===== src/usm_pkg.sv =====
// register map, field positions and reset values of the serial port
package usm_pkg;
    localparam int          AW          = 3;
    localparam int          DW          = 8;
    localparam int          WW          = 9;
    localparam int          DEPTH       = 2;
    localparam logic [2:0]  OFS_CTRL    = 3'h0;
    localparam logic [2:0]  OFS_STAT    = 3'h1;
    localparam logic [2:0]  OFS_BAUD    = 3'h2;
    localparam logic [2:0]  OFS_TXH     = 3'h3;
    localparam logic [2:0]  OFS_RXD     = 3'h4;
    localparam logic [2:0]  OFS_IEN     = 3'h5;
    localparam logic [2:0]  OFS_FLAG    = 3'h6;
    // control register fields
    localparam int          B_MASTER    = 7;
    localparam int          B_TX9       = 6;
    localparam int          B_TXON      = 5;
    localparam int          B_POL       = 3;
    localparam int          B_TSRMT     = 1;
    localparam int          B_TXD9      = 0;
    // status register fields
    localparam int          B_PE        = 7;
    localparam int          B_RX9       = 6;
    localparam int          B_SNGL      = 5;
    localparam int          B_CONT      = 4;
    localparam int          B_OVFL      = 1;
    localparam int          B_RXD9      = 0;
    // interrupt enable register fields
    localparam int          B_RXIR      = 0;
    localparam int          B_TXIR      = 1;
    localparam int          B_PERI      = 6;
    localparam int          B_GLB       = 7;
    // flag register fields
    localparam int          B_RXFL      = 0;
    localparam int          B_TXFL      = 1;
    localparam logic [7:0]  RST_REG     = 8'h00;
    localparam logic [3:0]  RST_CNT     = 4'h0;
    localparam logic [3:0]  BITS8       = 4'h8;
    localparam logic [3:0]  BITS9       = 4'h9;
    typedef enum logic [1:0] {
        USM_IDLE  = 2'b00,
        USM_SHIFT = 2'b01,
        USM_DONE  = 2'b11
    } usm_state_e;
endpackage : usm_pkg


===== src/usm_rx_if.sv =====
// signals between the port logic and its receive fifo
interface usm_rx_if;
    import usm_pkg::*;
    logic          push;
    logic          pop;
    logic          flush;
    logic [WW-1:0] wdata;
    logic [WW-1:0] head;
    logic          full;
    logic          empty;
    modport fifo (input push, pop, flush, wdata, output head, full, empty);
    modport user (output push, pop, flush, wdata, input head, full, empty);
endinterface : usm_rx_if


===== src/usm_rx_fifo.sv =====
// two-entry receive fifo in flip-flops
module usm_rx_fifo
    import usm_pkg::*;
(
    input  wire logic CLK_I,
    input  wire logic RESET_I,
    usm_rx_if.fifo    rx
);
    logic [WW-1:0] mem [DEPTH];
    logic          wp;
    logic          rp;
    logic [1:0]    cnt;

    for (genvar g = 0; g < DEPTH; g++) begin : g_entry
        always_ff @(posedge CLK_I or posedge RESET_I) begin
            if (RESET_I) begin
                mem[g] <= '0;
            end else if (rx.push && !rx.full && wp == 1'(g)) begin
                mem[g] <= rx.wdata;
            end
        end
    end

    always_ff @(posedge CLK_I or posedge RESET_I) begin
        if (RESET_I) begin
            wp  <= 1'b0;
            rp  <= 1'b0;
            cnt <= 2'd0;
        end else if (rx.flush) begin
            wp  <= 1'b0;
            rp  <= 1'b0;
            cnt <= 2'd0;
        end else begin
            if (rx.push && !rx.full) begin
                wp <= ~wp;
            end
            if (rx.pop && !rx.empty) begin
                rp <= ~rp;
            end
            cnt <= cnt + 2'(rx.push && !rx.full) - 2'(rx.pop && !rx.empty);
        end
    end

    assign rx.head  = mem[rp];
    assign rx.full  = (cnt == 2'(DEPTH));
    assign rx.empty = (cnt == 2'd0);
endmodule : usm_rx_fifo


===== src/usm_baud.sv =====
// baud timer held in restart unless the master is shifting, one tick per serial half period
module usm_baud
    import usm_pkg::*;
(
    input  wire logic          CLK_I,
    input  wire logic          RESET_I,
    input  wire logic          restart_i,
    input  wire logic [DW-1:0] divisor_i,
    output logic               tick_o
);
    logic [DW-1:0] cnt;
    logic          half;

    // half period is 2*(n+1) clocks, full serial period 4*(n+1)
    always_ff @(posedge CLK_I or posedge RESET_I) begin
        if (RESET_I) begin
            cnt    <= '0;
            half   <= 1'b0;
            tick_o <= 1'b0;
        end else if (restart_i) begin
            cnt    <= '0;
            half   <= 1'b0;
            tick_o <= 1'b0;
        end else if (cnt >= divisor_i) begin
            cnt    <= '0;
            half   <= ~half;
            tick_o <= half;
        end else begin
            cnt    <= cnt + 1'b1;
            tick_o <= 1'b0;
        end
    end
endmodule : usm_baud


===== src/usm_top.sv =====
// synchronous half-duplex serial port, clock master or clock slave
//
// Behaviour
// - master receive releases the data line driver
// - single receive clocks one character, self-clears
// - continuous receive clocks until enable cleared
// - clearing continuous mid-character aborts, stops clock
// - both enables, master: single clears after first
// - data sampled on trailing clock edge
// - finished character pushed into two-entry fifo
// - receive flag set while fifo not empty
// - slave never drives the clock line
// - data changes leading edge, valid trailing
// - third character sets overflow, fifo kept
// - overflow blocks reception, fifo still readable
// - overflow cleared by enable clear, or by read with continuous off
// - nine bits shifted, ninth read after low
// - receive interrupt gated by three enables
// - slave receive follows continuous enable only
// - slave transmit same as master transmit
// - polarity sets idle level and edges
// - holding register waits for shift register
// - divisor write restarts baud timer
// - port disable resets port, frees pins
module usm_top
    import usm_pkg::*;
(
    input  wire logic          CLK_I,
    input  wire logic          RESET_I,
    input  wire logic [AW-1:0] ADDR_I,
    input  wire logic [DW-1:0] WDATA_I,
    input  wire logic          WRITE_I,
    input  wire logic          READ_I,
    output logic      [DW-1:0] RDATA_O,
    input  wire logic          CK_I,
    output logic               CK_O,
    output logic               CK_OE_O,
    input  wire logic          DT_I,
    output logic               DT_O,
    output logic               DT_OE_O,
    output logic               IRQ_O
);
    usm_rx_if rx ();

    logic          clock_source_master;
    logic          nine_bit_transmit_enable;
    logic          transmit_enable;
    logic          clock_polarity;
    logic          transmit_ninth_bit;
    logic          port_enable;
    logic          nine_bit_receive_enable;
    logic          single_receive_enable;
    logic          continuous_receive_enable;
    logic          overflow_error_flag;
    logic          receive_ninth_bit;
    logic [DW-1:0] baud_divisor;
    logic [DW-1:0] transmit_holding_register;
    logic          txh_full;
    logic          receive_interrupt_enable;
    logic          transmit_interrupt_enable;
    logic          peripheral_interrupt_enable;
    logic          global_interrupt_enable;

    usm_state_e    st;
    logic [WW-1:0] shreg;
    logic [3:0]    bitcnt;
    logic          nine;
    logic          dir_rx;
    logic          sclk;
    logic          dt_out;
    logic          ck_m, ck_s, ck_d;
    logic          dt_m, dt_s;
    logic          tick;

    logic          rx_mode, tx_mode, lead, trail, last_bit;
    logic          load_tx, start_rx, abort, char_done;
    logic [WW-1:0] rx_word;

    // first stage feeds only the second
    always_ff @(posedge CLK_I or posedge RESET_I) begin
        if (RESET_I) begin
            ck_m <= 1'b0;
            ck_s <= 1'b0;
            ck_d <= 1'b0;
            dt_m <= 1'b0;
            dt_s <= 1'b0;
        end else begin
            ck_m <= CK_I;
            ck_s <= ck_m;
            ck_d <= ck_s;
            dt_m <= DT_I;
            dt_s <= dt_m;
        end
    end

    // slave ignores the single enable
    assign rx_mode  = clock_source_master
                    ? (single_receive_enable | continuous_receive_enable)
                    : continuous_receive_enable;
    assign tx_mode  = !rx_mode && transmit_enable;
    assign lead     = clock_source_master
                    ? (tick && st == USM_SHIFT && sclk == clock_polarity)
                    : (ck_s != ck_d && ck_d == clock_polarity);
    assign trail    = clock_source_master
                    ? (tick && st == USM_SHIFT && sclk != clock_polarity)
                    : (ck_s != ck_d && ck_s == clock_polarity);
    assign last_bit = (bitcnt == (nine ? BITS9 : BITS8) - 4'h1);
    assign load_tx  = st == USM_IDLE && tx_mode && txh_full;
    assign start_rx = st == USM_IDLE && !load_tx && rx_mode
                    && !overflow_error_flag;
    assign abort    = st == USM_SHIFT && dir_rx && !rx_mode;
    assign char_done = st == USM_DONE && dir_rx;
    assign rx_word  = nine ? shreg : {1'b0, shreg[WW-1:1]};

    assign rx.push  = char_done && !overflow_error_flag;
    assign rx.wdata = rx_word;
    assign rx.pop   = READ_I && ADDR_I == OFS_RXD;
    assign rx.flush = !port_enable;

    usm_rx_fifo u_fifo (
        .CLK_I   (CLK_I),
        .RESET_I (RESET_I),
        .rx      (rx.fifo)
    );

    // a new divisor takes effect at once
    usm_baud u_baud (
        .CLK_I     (CLK_I),
        .RESET_I   (RESET_I),
        .restart_i ((WRITE_I && ADDR_I == OFS_BAUD)
                    || st != USM_SHIFT || !clock_source_master),
        .divisor_i (baud_divisor),
        .tick_o    (tick)
    );

    // software configuration
    always_ff @(posedge CLK_I or posedge RESET_I) begin
        if (RESET_I) begin
            clock_source_master         <= 1'b0;
            nine_bit_transmit_enable    <= 1'b0;
            transmit_enable             <= 1'b0;
            clock_polarity              <= 1'b0;
            transmit_ninth_bit          <= 1'b0;
            port_enable                 <= 1'b0;
            nine_bit_receive_enable     <= 1'b0;
            continuous_receive_enable   <= 1'b0;
            baud_divisor                <= RST_REG;
            receive_interrupt_enable    <= 1'b0;
            transmit_interrupt_enable   <= 1'b0;
            peripheral_interrupt_enable <= 1'b0;
            global_interrupt_enable     <= 1'b0;
        end else if (WRITE_I) begin
            if (ADDR_I == OFS_CTRL) begin
                clock_source_master      <= WDATA_I[B_MASTER];
                nine_bit_transmit_enable <= WDATA_I[B_TX9];
                transmit_enable          <= WDATA_I[B_TXON];
                clock_polarity           <= WDATA_I[B_POL];
                transmit_ninth_bit       <= WDATA_I[B_TXD9];
            end else if (ADDR_I == OFS_STAT) begin
                port_enable               <= WDATA_I[B_PE];
                nine_bit_receive_enable   <= WDATA_I[B_RX9];
                continuous_receive_enable <= WDATA_I[B_CONT];
            end else if (ADDR_I == OFS_BAUD) begin
                baud_divisor <= WDATA_I;
            end else if (ADDR_I == OFS_IEN) begin
                receive_interrupt_enable    <= WDATA_I[B_RXIR];
                transmit_interrupt_enable   <= WDATA_I[B_TXIR];
                peripheral_interrupt_enable <= WDATA_I[B_PERI];
                global_interrupt_enable     <= WDATA_I[B_GLB];
            end
        end
    end

    // single enable drops after one character in master mode only; a write in that cycle wins
    always_ff @(posedge CLK_I or posedge RESET_I) begin
        if (RESET_I) begin
            single_receive_enable <= 1'b0;
        end else if (WRITE_I && ADDR_I == OFS_STAT) begin
            single_receive_enable <= WDATA_I[B_SNGL];
        end else if (char_done && clock_source_master) begin
            single_receive_enable <= 1'b0;
        end
    end

    // holding register, full flag set by write wins over load
    always_ff @(posedge CLK_I or posedge RESET_I) begin
        if (RESET_I) begin
            transmit_holding_register <= RST_REG;
            txh_full                  <= 1'b0;
        end else if (!port_enable) begin
            txh_full <= 1'b0;
        end else if (WRITE_I && ADDR_I == OFS_TXH) begin
            transmit_holding_register <= WDATA_I;
            txh_full                  <= 1'b1;
        end else if (load_tx) begin
            txh_full <= 1'b0;
        end
    end

    // shift engine shared by master and slave
    always_ff @(posedge CLK_I or posedge RESET_I) begin
        if (RESET_I) begin
            st     <= USM_IDLE;
            shreg  <= '0;
            bitcnt <= RST_CNT;
            nine   <= 1'b0;
            dir_rx <= 1'b0;
            dt_out <= 1'b0;
        end else if (!port_enable) begin
            st     <= USM_IDLE;
            bitcnt <= RST_CNT;
            dt_out <= 1'b0;
        end else begin
            case (st)
                USM_IDLE: begin
                    bitcnt <= RST_CNT;
                    if (load_tx) begin
                        shreg  <= {transmit_ninth_bit,
                                   transmit_holding_register};
                        nine   <= nine_bit_transmit_enable;
                        dir_rx <= 1'b0;
                        st     <= USM_SHIFT;
                    end else if (start_rx) begin
                        shreg  <= '0;
                        nine   <= nine_bit_receive_enable;
                        dir_rx <= 1'b1;
                        st     <= USM_SHIFT;
                    end
                end
                USM_SHIFT: begin
                    if (abort) begin
                        st <= USM_IDLE;
                    end else if (lead) begin
                        if (!dir_rx) begin
                            dt_out <= shreg[0];
                        end
                    end else if (trail) begin
                        if (dir_rx) begin
                            shreg <= {dt_s, shreg[WW-1:1]};
                        end else begin
                            shreg <= {1'b0, shreg[WW-1:1]};
                        end
                        bitcnt <= bitcnt + 4'h1;
                        if (last_bit) begin
                            st <= USM_DONE;
                        end
                    end
                end
                USM_DONE: begin
                    st <= USM_IDLE;
                end
                default: begin
                    st <= USM_IDLE;
                end
            endcase
        end
    end

    // master clock idles at the polarity level, forced idle on abort
    always_ff @(posedge CLK_I or posedge RESET_I) begin
        if (RESET_I) begin
            sclk <= 1'b0;
        end else if (!clock_source_master || st != USM_SHIFT || abort) begin
            sclk <= clock_polarity;
        end else if (lead) begin
            sclk <= ~clock_polarity;
        end else if (trail) begin
            sclk <= clock_polarity;
        end
    end

    // overflow: set wins over every clear
    always_ff @(posedge CLK_I or posedge RESET_I) begin
        if (RESET_I) begin
            overflow_error_flag <= 1'b0;
        end else if (char_done && rx.full) begin
            overflow_error_flag <= 1'b1;
        end else if (!port_enable) begin
            overflow_error_flag <= 1'b0;
        end else if (WRITE_I && ADDR_I == OFS_STAT && !WDATA_I[B_CONT]) begin
            overflow_error_flag <= 1'b0;
        end else if (rx.pop && !continuous_receive_enable) begin
            overflow_error_flag <= 1'b0;
        end
    end

    // ninth bit latched by the low-byte read
    always_ff @(posedge CLK_I or posedge RESET_I) begin
        if (RESET_I) begin
            receive_ninth_bit <= 1'b0;
        end else if (rx.pop && !rx.empty) begin
            receive_ninth_bit <= rx.head[WW-1];
        end
    end

    // read data valid only the cycle after the strobe
    always_ff @(posedge CLK_I or posedge RESET_I) begin
        if (RESET_I) begin
            RDATA_O <= RST_REG;
        end else if (!READ_I) begin
            RDATA_O <= RST_REG;
        end else if (ADDR_I == OFS_CTRL) begin
            RDATA_O <= {clock_source_master, nine_bit_transmit_enable,
                        transmit_enable, 1'b0, clock_polarity, 1'b0,
                        !(st != USM_IDLE && !dir_rx), transmit_ninth_bit};
        end else if (ADDR_I == OFS_STAT) begin
            RDATA_O <= {port_enable, nine_bit_receive_enable,
                        single_receive_enable, continuous_receive_enable,
                        2'b00, overflow_error_flag, receive_ninth_bit};
        end else if (ADDR_I == OFS_BAUD) begin
            RDATA_O <= baud_divisor;
        end else if (ADDR_I == OFS_TXH) begin
            RDATA_O <= transmit_holding_register;
        end else if (ADDR_I == OFS_RXD) begin
            RDATA_O <= rx.empty ? RST_REG : rx.head[DW-1:0];
        end else if (ADDR_I == OFS_IEN) begin
            RDATA_O <= {global_interrupt_enable,
                        peripheral_interrupt_enable, 4'h0,
                        transmit_interrupt_enable,
                        receive_interrupt_enable};
        end else if (ADDR_I == OFS_FLAG) begin
            RDATA_O <= {6'h00, !txh_full, !rx.empty};
        end else begin
            RDATA_O <= RST_REG;
        end
    end

    // pins and interrupt request
    always_ff @(posedge CLK_I or posedge RESET_I) begin
        if (RESET_I) begin
            CK_O    <= 1'b0;
            CK_OE_O <= 1'b0;
            DT_O    <= 1'b0;
            DT_OE_O <= 1'b0;
            IRQ_O   <= 1'b0;
        end else begin
            CK_O    <= sclk;
            CK_OE_O <= port_enable && clock_source_master;
            DT_O    <= dt_out;
            DT_OE_O <= port_enable && tx_mode;
            IRQ_O   <= global_interrupt_enable
                       && peripheral_interrupt_enable
                       && ((receive_interrupt_enable && !rx.empty)
                           || (transmit_interrupt_enable
                               && transmit_enable && !txh_full));
        end
    end
endmodule : usm_top


===== config.mk =====
export PLATFORM = sky130hd
export DESIGN_NAME = usm_top
export DESIGN_NICKNAME = d
export VERILOG_FILES = /design/src/usm_pkg.sv /design/src/usm_rx_if.sv /design/src/usm_rx_fifo.sv /design/src/usm_baud.sv /design/src/usm_top.sv
export SDC_FILE = /design/constraint.sdc
export NUM_CORES = 1
export LEC_CHECK = 0
export BUFFER_PORTS_ARGS = -buffer_cell sky130_fd_sc_hd__buf_2
export CORE_MARGIN = 10
export CORE_UTILIZATION = 55
export CTS_CLUSTER_DIAMETER = 30
export CTS_CLUSTER_SIZE = 30
export DETAILED_ROUTE_END_ITERATION = 10
export MAX_ROUTING_LAYER = met4
export PLACE_DENSITY = 0.73
export SYNTH_ARGS = -nofsm -noshare
export SYNTH_HDL_FRONTEND = slang
export SYNTH_HIERARCHICAL = 1
export SYNTH_SLANG_ARGS = --single-unit

===== constraint.sdc =====
create_clock -name CLK_I -period 3.1 [get_ports CLK_I]
set_clock_uncertainty 0.1 [all_clocks]
set_input_delay 0.155 -clock CLK_I [delete_from_list [all_inputs] [get_ports CLK_I]]
set_output_delay 0.155 -clock CLK_I [all_outputs]
set_load 0.1 [all_outputs]

; Word-level counts from Yosys, hierarchy flattened
; Cells that the tools add are included.
[totals]
n_memories = 0
reg_bits = 101
ram_bits = 0
rom_bits = 0
latchBits = 0
[classes]
div_mod_pow = 0
addsub = 5
magnitude_cmp = 2
n_mux = 69
n_eq_ne = 36
bitwise_logic = 9
n_shift = 0
n_mul = 0
n_reduce_logical = 70
[op_table]
columns = operator, count
row1 = $mux W9, 10
row2 = $mux W8, 10
row3 = $logic_and A1 B1 Y1, 35
row4 = $mux W1, 33
row5 = $mux W2, 9
row6 = $pmux W9 S2, 1
row7 = $mux W4, 4
row8 = $ne A4 B4 Y1 const B, 4
row9 = $reduce_and A4 Y1, 4
row10 = $ne A3 B3 Y1 const B, 4
row11 = $logic_not A1 Y1, 11
row12 = $ne A2 B1 Y1 const B, 5
row13 = $ne A2 B2 Y1 const B, 5
row14 = $reduce_bool A2 Y1, 5
row15 = $eq A3 B3 Y1 const B, 3
row16 = $add A8 B1 Y8 const B, 1
row17 = $ge A8 B8 Y1, 1
row18 = $pmux W4 S2, 1
row19 = $not A1 Y1, 7
row20 = $eq A3 B2 Y1 const B, 2
row21 = $ne A3 B1 Y1 const B, 2
row22 = $reduce_and A3 Y1, 2
row23 = $reduce_and A6 Y1, 1
row24 = $logic_or A1 B1 Y1, 5
row25 = other kinds (20), 26

; Longest topological paths before layout
; Gate-level depths: netlist of run 1.
[depth]
depth_word = 14
ltp_mapped = 11
mapped_depth_nobuf = 10

; Modules after synthesis
; The synthesis of run 1 kept the hierarchy.
[modules_own_cells]
columns = module, seq_area_each_um2, n_inst, cells_per_inst, area_each_um2
row1 = usm_top, 1726.7, 1, 316, 3435.8
row2 = usm_rx_fifo, 550.5, 1, 73, 1041.0
row3 = usm_baud, 250.2, 1, 71, 708.2

; Least setup slack after synthesis of run 1
; OpenSTA, ideal clock, no wires.
[synth_path]
path_type = reg2reg
start = register st[0]
end = register u_fifo/mem[10] in the netlist's numbering
setup_slack_ps = 808
arrival_time_ps = 2067
path_stages_with_launch = 9
period_less_slack_ps = 2292
setup_ps = 125
cell_sequence = dfrtp_1 -> buf_2 -> clkbuf_1 -> nand3_1 -> nor2_1 -> inv_1 -> or3_1 -> buf_6 -> mux2_4
[synth_between]
elab_chain_len = 5
[synth_lines]
columns = item, line_no
row1 = start: declaration, usm_top.sv:64  ; usm_state_e st;
row2 = start signal: assignment, usm_top.sv:203  ; st <= USM_IDLE;
row3 = start signal: assignment, usm_top.sv:210  ; st <= USM_IDLE;
row4 = start signal: assignment, usm_top.sv:222  ; st <= USM_SHIFT;
row5 = $eq A2 B2 Y1, usm_top.sv:112  ; assign char_done = st == USM_DONE && dir_rx;
row6 = $logic_and A1 B1 Y1, usm_top.sv:112
row7 = $logic_and A1 B1 Y1, usm_top.sv:115  ; assign rx.push = char_done && !overflow_error_flag;
row8 = named net rx.push, usm_rx_if.sv:4  ; logic push;
row9 = $logic_and A1 B1 Y1 (2 in a row), usm_rx_fifo.sv:18  ; end else if (rx.push && !rx.full && wp == 1'(g)) begin
row10 = end signal: indexed assignment, usm_rx_fifo.sv:19  ; mem[g] <= rx.wdata;
row11 = end: declaration, usm_rx_fifo.sv:9  ; logic [WW-1:0] mem [DEPTH];
; The timed path passes the listed nets, and every way through them passes these cells.
; A chain may end at the register's enable or synchronous reset.

; Worst setup path in the final report of run 1
[layout_path]
start = register st[0]
end = register shreg[8]
[layout_between]
elab_chain_len = 9
[layout_lines]
columns = item, line_no
row1 = $logic_not A2 Y1, "usm_top.sv:108, usm_top.sv:109, usm_top.sv:214"
row2 = $logic_and A1 B1 Y1 (2 in a row), usm_top.sv:108  ; assign load_tx = st == USM_IDLE && tx_mode && txh_full;
row3 = $logic_not A1 Y1, usm_top.sv:109  ; assign start_rx = st == USM_IDLE && !load_tx && rx_mode
row4 = $logic_and A1 B1 Y1 (2 in a row), usm_top.sv:109
row5 = $logic_and A1 B1 Y1, usm_top.sv:110  ; && !overflow_error_flag;
row6 = $ne A3 B3 Y1 (no source line), --
row7 = $reduce_and A6 Y1 (no source line), --
row8 = end signal: assignment, usm_top.sv:218  ; shreg <= {transmit_ninth_bit,
row9 = end signal: assignment, usm_top.sv:239  ; shreg <= {dt_s, shreg[WW-1:1]};
row10 = end signal: assignment, usm_top.sv:241  ; shreg <= {1'b0, shreg[WW-1:1]};
row11 = end: declaration, usm_top.sv:65  ; logic [WW-1:0] shreg;
; Parallel ways exist; a longest one is shown, timed or not.

==> results of run 1 <==
## state kept, by name, indices dropped and copies added (netlist names), 2 cells and up
name,count
u_fifo/mem,18
shreg,9
RDATA_O,8
baud_divisor,8
transmit_holding_register,8
u_baud/cnt,8
bitcnt,4
st,2
u_fifo/cnt,2
## cell type report
class	count	area, um2	area share, %
inverter	27	101	1.77
clock inverter	7	98.8	1.72
multi-input combinational	312	2460	42.8
sequential	101	2530	44.0
timing repair buffer	45	293	5.10
clock buffer	9	124	2.16
tap	111	139	2.42
## cells in the final DEF (no fill, tap or decap), types with 6 or more instances in the layout
| cell type | synthesis | final |
|---|---|---|
| dlygate4sd3_1 | 0 | 11 |
| a21oi_1 | 13 | 13 |
| nand2_1 | 27 | 27 |
| nor3_1 | 7 | 7 |
| nand3_1 | 15 | 15 |
| buf_2 | 8 | 29 |
| mux2i_1 | 6 | 6 |
| nor2_1 | 33 | 33 |
| mux2_4 | 9 | 9 |
| inv_1 | 26 | 25 |
| and3_1 | 9 | 9 |
| ha_1 | 12 | 12 |
| o21ai_0 | 25 | 25 |
| clkbuf_8 | 0 | 9 |
| xor2_1 | 7 | 7 |
| a22oi_1 | 13 | 13 |
| mux2_2 | 64 | 64 |
| nor2b_1 | 6 | 6 |
| dfrtp_1 | 101 | 101 |
## where the power goes
group / switching, uW / leakage, uW / total (uW) / internal [uW]
Clock: 467 / 0.000110 / 926 / 459
Combinational: 413 / 0.00130 / 698 / 285
Sequential: 191 / 0.00132 / 1650 / 1460
## kinds of logic (layout without fill, tap and decap cells)
| family | after synthesis | in the layout | synth area share (%) |
|---|---|---|---|
| and+or+nand+nor | 124 | 124 | 12.3 |
| muxes | 81 | 81 | 18.3 |
| DFF | 101 | 101 | 48.7 |
| xor gates and xnor gates | 10 | 10 | 1.69 |
| adders and majority gates | 12 | 12 | 2.90 |
| AOI/OAI and AO/OA | 85 | 85 | 12.1 |
| buffers and inverters | 47 | 88 | 3.89 |
## metrics by stage
step                std cells  total power, uW
CTS                       612             3280
global route              612             3420
global placement          585             2330
finish                    612             3270
detailed placement        585             2350
floorplan                 460             2170
## how the worst max path moves through the flow
stage	start	end	slack, ns	depth (start not counted)
2_1_floorplan	st[0]	u_fifo/mem[10]	0.81	8
3_3_place_gp	ADDR_I[0]	u_fifo/cnt[1]	0.89	11
3_5_place_dp	ADDR_I[0]	u_fifo/cnt[1]	0.84	11
4_1_cts	st[0]	shreg[4]	0.84	5
5_1_grt	st[0]	u_baud/half	0.60	8
6_report	st[0]	shreg[8]	0.81	5
## critical path, stage by stage (launching register included)
cell	delay [ns]
dfrtp_1	0.55
buf_4	0.28
nand2b_4	0.09
o32a_1	0.42
a21boi_4	0.35
mux2_2	0.38
## layer usage
metal	GRT usage, %	vias to the layer above
met2	29.0	157
li1	-	1722
met4	6.92	0
met5	-	-
met3	3.82	33
met1	23.8	1838
==> flow_summary.json, run 1 <==
{
  "ios": 30,
  "cts_tree": "done",
  "critPathArrivalTime_ns": 2.45,
  "core_um2": 9200,
  "drt-met1-wl_um": 5110,
  "insertion_delay_ns": 0.37,
  "synthToLayoutAreaGrowth_pct": 10.7,
  "path_class": "reg -> reg",
  "grt_first_pass_wirelength_um": 19500,
  "fp.dieH_um": 117,
  "yosys.area.top_type": "dfrtp_1",
  "synthCells": 460,
  "num-nets-final": 525,
  "clock_sinks": 101,
  "synth_cell_type_count": 62,
  "grt_max_degree": 39,
  "maxSlewViolCount": 0,
  "firstDrtPassIters": 5,
  "cts_setup_buffers": 0,
  "synthTopCellsByArea": "dfrtp_1, mux2_2, ha_1",
  "timing.fmax_mhz": 437,
  "fin_crit_ns": 2.29,
  "dieArea_um2": 13700,
  "timing.final.ws_setup_ns": 0.812,
  "fin_util_pct": 62.4,
  "remaining_drc_errors": 0,
  "ys_seq_elements": 101,
  "clk_path_buf_depth": 2,
  "crit_fanout": 13,
  "leakage_uw": 0.00273,
  "synth_top_area_share_pct": 48.7,
  "drt-vias-per-instance": 6.13,
  "avgRoutedWirePerCell_um": 19.1,
  "start_kind": "flop",
  "async_flop_share_pct": 100,
  "drive_gt1_share_pct": 27.3,
  "period_share_pct": 73.8,
  "cts_buffers": 9,
  "power_per_cell_area_nw_per_um2": 570,
  "cts.clk_slew.worst_paths_ns": 0.09,
  "dpl_worst_slack_ns": 0.837,
  "avgSynthCellArea_um2": 11.3,
  "hpwl_um": 8650,
  "synth_nets": 489,
  "worstPathRequired_ns": 3.26,
  "r2r-start": "st[0]",
  "hold_slack_ns": 0.0220,
  "nFillCells": 719,
  "fin_area_um2": 5740,
  "hold_depth": 3,
  "portBuffers": 29,
  "syn-cell-area_um2": 5180,
  "reg2regPathDepth": 5,
  "cp-end-kind": "flop",
  "rsz0062_at_grt": "false",
  "peakVddDrop_mv": 0.341,
  "yosysMostFrequentCell": "dfrtp_1",
  "dr_wl_met3_um": 727,
  "ys_seq_area_share_pct": 48.7,
  "maxCapViolations": 0,
  "cts_root_buf": "clkbuf_8",
  "drt_iter0_markers": 280,
  "grt_usage_pct": 18.7,
  "htree_levels": 3,
  "grt_pass1_vias": 3859,
  "min-delay-start": "READ_I",
  "hp-class": "in -> reg",
  "worstHoldEndpoint": "RDATA_O[2]",
  "place_area_um2": 5410,
  "routabilityCongestion": 0.944,
  "ant_nets": 0,
  "r2r_end": "shreg[8]",
  "tns_ns": 0,
  "r2r_slack_ns": 0.81,
  "rows": 35,
  "grt.overflow.total": 0,
  "vias": 3750,
  "slew_headroom_pct": 42.9,
  "synth_ff_type": "dfrtp_1",
  "antenna_found_initial": 0,
  "max_slew.worst_pin.slew_ns": 0.855,
  "route.top_layer_used": "met4",
  "die_w_um": 117,
  "post_cts_resized": 0,
  "routed_wl_um": 11700,
  "met2_length_um": 5530,
  "start_util_pct": 56.4,
  "n_antenna_cell": 0,
  "outcome": "finished, final reports clean",
  "hold_viol_final": 0,
  "ys_top_cells_by_count": "dfrtp_1, mux2_2, nor2_1, nand2_1, inv_1",
  "ctsHoldBuffers": 11,
  "synth_edf_count": 0,
  "ys_warn_count": 6,
  "finalSetupViolations": 0
}
Note: power is estimated with default switching activity, not from simulation.
==> run 2: changes to the inputs <==
Settings changed: PLACE_DENSITY 0.73 to 0.76.
Clock period 3.1 ns to 1.99 ns, I/O delays scaled along.
==> run 2 against run 1 <==
  * The run now ends with negative setup slack left
  * Flip-flop and latch count is the same
  * Count of clock-buffer cells in the layout is 1 higher
  * First-iteration DRC count up 25%
  * Maximum frequency is 12% higher
  * Critical path depth up 1
  * Core utilization grew 3.5 points
  * Critical endpoint is now shreg[5]
  * Largest cell class unchanged
==> flow_summary.json, run 2 (synthesis results as in run 1) <==
{
  "place_area_um2": 5690,
  "n_antenna_cell": 0,
  "antenna_found_initial": 0,
  "htree_levels": 3,
  "slew_headroom_pct": 42.1,
  "routabilityCongestion": 0.964,
  "insertion_delay_ns": 0.38,
  "grt_first_pass_wirelength_um": 20400,
  "dieArea_um2": 13700,
  "r2r-start": "single_receive_enable",
  "worstHoldEndpoint": "RDATA_O[2]",
  "layout_commonest_cell": "dfrtp_1",
  "power_uw": 5200,
  "drive_gt1_share_pct": 34.2,
  "largest_register_ffs": 18,
  "cts.clk_slew.worst_paths_ns": 0.09,
  "avgRoutedWirePerCell_um": 19.3,
  "cts_tree": "done",
  "cp-end-kind": "flop",
  "portBuffers": 29,
  "drt_iter0_markers": 351,
  "grt_usage_pct": 19.8,
  "crit_chain": "a21oi_4 -> mux2i_2 -> o211a_1 -> a21boi_4 -> buf_12 -> mux2_2",
  "max_slew.worst_pin.slew_ns": 0.868,
  "leakage_uw": 0.00290,
  "outcome": "finished with violations",
  "hold_viol_final": 0,
  "cts_buffers": 9,
  "crit_fanout": 9,
  "hold_depth": 4,
  "violations": "negative setup slack",
  "critPathArrivalTime_ns": 2.21,
  "fp.dieH_um": 117,
  "synthToLayoutAreaGrowth_pct": 17.0,
  "start_util_pct": 56.4,
  "clock_sinks": 101,
  "drt-vias-per-instance": 6.00,
  "peakVddDrop_mv": 0.418,
  "ant_nets": 0,
  "firstDrtPassIters": 5,
  "routed_wl_um": 12500,
  "top_regs": "u_fifo/mem: 18 flops, shreg: 9 flops",
  "finalSetupViolations": 9,
  "r2r_slack_ns": -0.06,
  "reg2regPathDepth": 6,
  "fin_area_um2": 6060,
  "critPathSlowestCell": "dfrtp_1",
  "cts_root_buf": "clkbuf_8",
  "tns_ns": -0.402,
  "hp-class": "in -> reg",
  "rows": 35,
  "critPathTopFamily": "compound AO/OA/AOI/OAI gates",
  "rsz0062_at_grt": "true",
  "clk_path_buf_depth": 2,
  "timing.fmax_mhz": 487,
  "start_kind": "flop",
  "grt_max_degree": 38,
  "timing.final.ws_setup_ns": -0.0620,
  "maxSlewViolCount": 0,
  "die_w_um": 117,
  "fin_util_pct": 65.9,
  "r2r_end": "shreg[5]",
  "fin_crit_ns": 2.05,
  "power_per_cell_area_nw_per_um2": 858,
  "worstPathRequired_ns": 2.15,
  "num-nets-final": 563,
  "remaining_drc_errors": 0,
  "mostFrequentLayoutCells": "dfrtp_1, mux2_2, buf_4",
  "ios": 30,
  "period_share_pct": 103,
  "dp_cells": 619,
  "top_register": "u_fifo/mem",
  "path_class": "reg -> reg",
  "min-delay-start": "READ_I",
  "hpwl_um": 9330,
  "vias": 3892,
  "grt.overflow.total": 0,
  "core_um2": 9200,
  "critPathBufInv": 1,
  "fin_cells": 649,
  "maxCapViolations": 0,
  "max_stage_delay_ns": 0.44,
  "grt_pass1_vias": 4006
}
[run 2: changes by cell type in the layout (fill, tap and decap cells not counted), sizes merged]
| cell | change |
|---|---|
| clkbuf | +1 |
| clkinv | -2 |
| buf | +38 |
| clkinvlp | +2 |
| inv | -1 |
| bufinv | -1 |
[run 2: per-stage QoR]
| stage | setup slack, ns | hold slack [ns] |
|---|---|---|
| global route | -0.0627 | 0.0376 |
| CTS | 0.00113 | 0.0224 |
| floorplan | -0.0342 | -0.160 |
| finish | -0.0620 | 0.0348 |
| global placement | 0.0888 | 0.0423 |
| detailed placement | -0.00605 | 0.0476 |
[run 2: area by class of cell]
cell class	instances	area, um2
Clock buffer	10	138
Clock inverter	5	61.3
Fill cell	694	3130
Inverter	27	101
Multi-Input combinational cell	312	2500
Sequential cell	101	2530
Tap cell	111	139
Timing Repair Buffer	83	591
[run 2: worst reg2reg max path: cells and delay by family, from the launching register on]
family	cells	cell delay, ns
AOI/OAI and AO/OA	3	0.64
DFF	1	0.44
muxes	2	0.60
buffers and inverters	1	0.16
[run 2: power by group]
group          total [uW]  leakage (uW)  internal [uW]  switching (uW)
Clock                1320     0.0000906            611             714
Combinational        1360       0.00149            597             758
Sequential           2520       0.00132           2270             252
[run 2: worst max-delay path by stage]
| stage | slack, ns | startpoint | end | cells past startpoint |
|---|---|---|---|---|
| after global routing | -0.06 | single_receive_enable | shreg[1] | 6 |
| after CTS | 0.001 | clock_source_master | shreg[7] | 7 |
| final | -0.06 | single_receive_enable | shreg[5] | 6 |
| after floorplan | -0.03 | st[0] | u_fifo/mem[10] | 8 |
| after global placement | 0.09 | st[1] | shreg[4] | 5 |
| after detailed placement | -0.006 | clock_source_master | shreg[1] | 6 |
[run 2: what timing repair did]
item | CTS | global route
resized for setup | 0 | 12
pin swaps | 1 | 2
setup endpoints to repair | 10 | 27
hold buffers | 11 | 0
buffers inserted | 2 | 2
hold endpoints to repair | 132 | 0
[run 2: routing by layer]
metal	track usage [%]	wire (um)	vias to the layer above
met4	7.08	293	0
met3	3.41	710	23
li1	-	-	1782
met1	25.3	5560	1942
met2	31.0	5940	145
met5	-	0	-
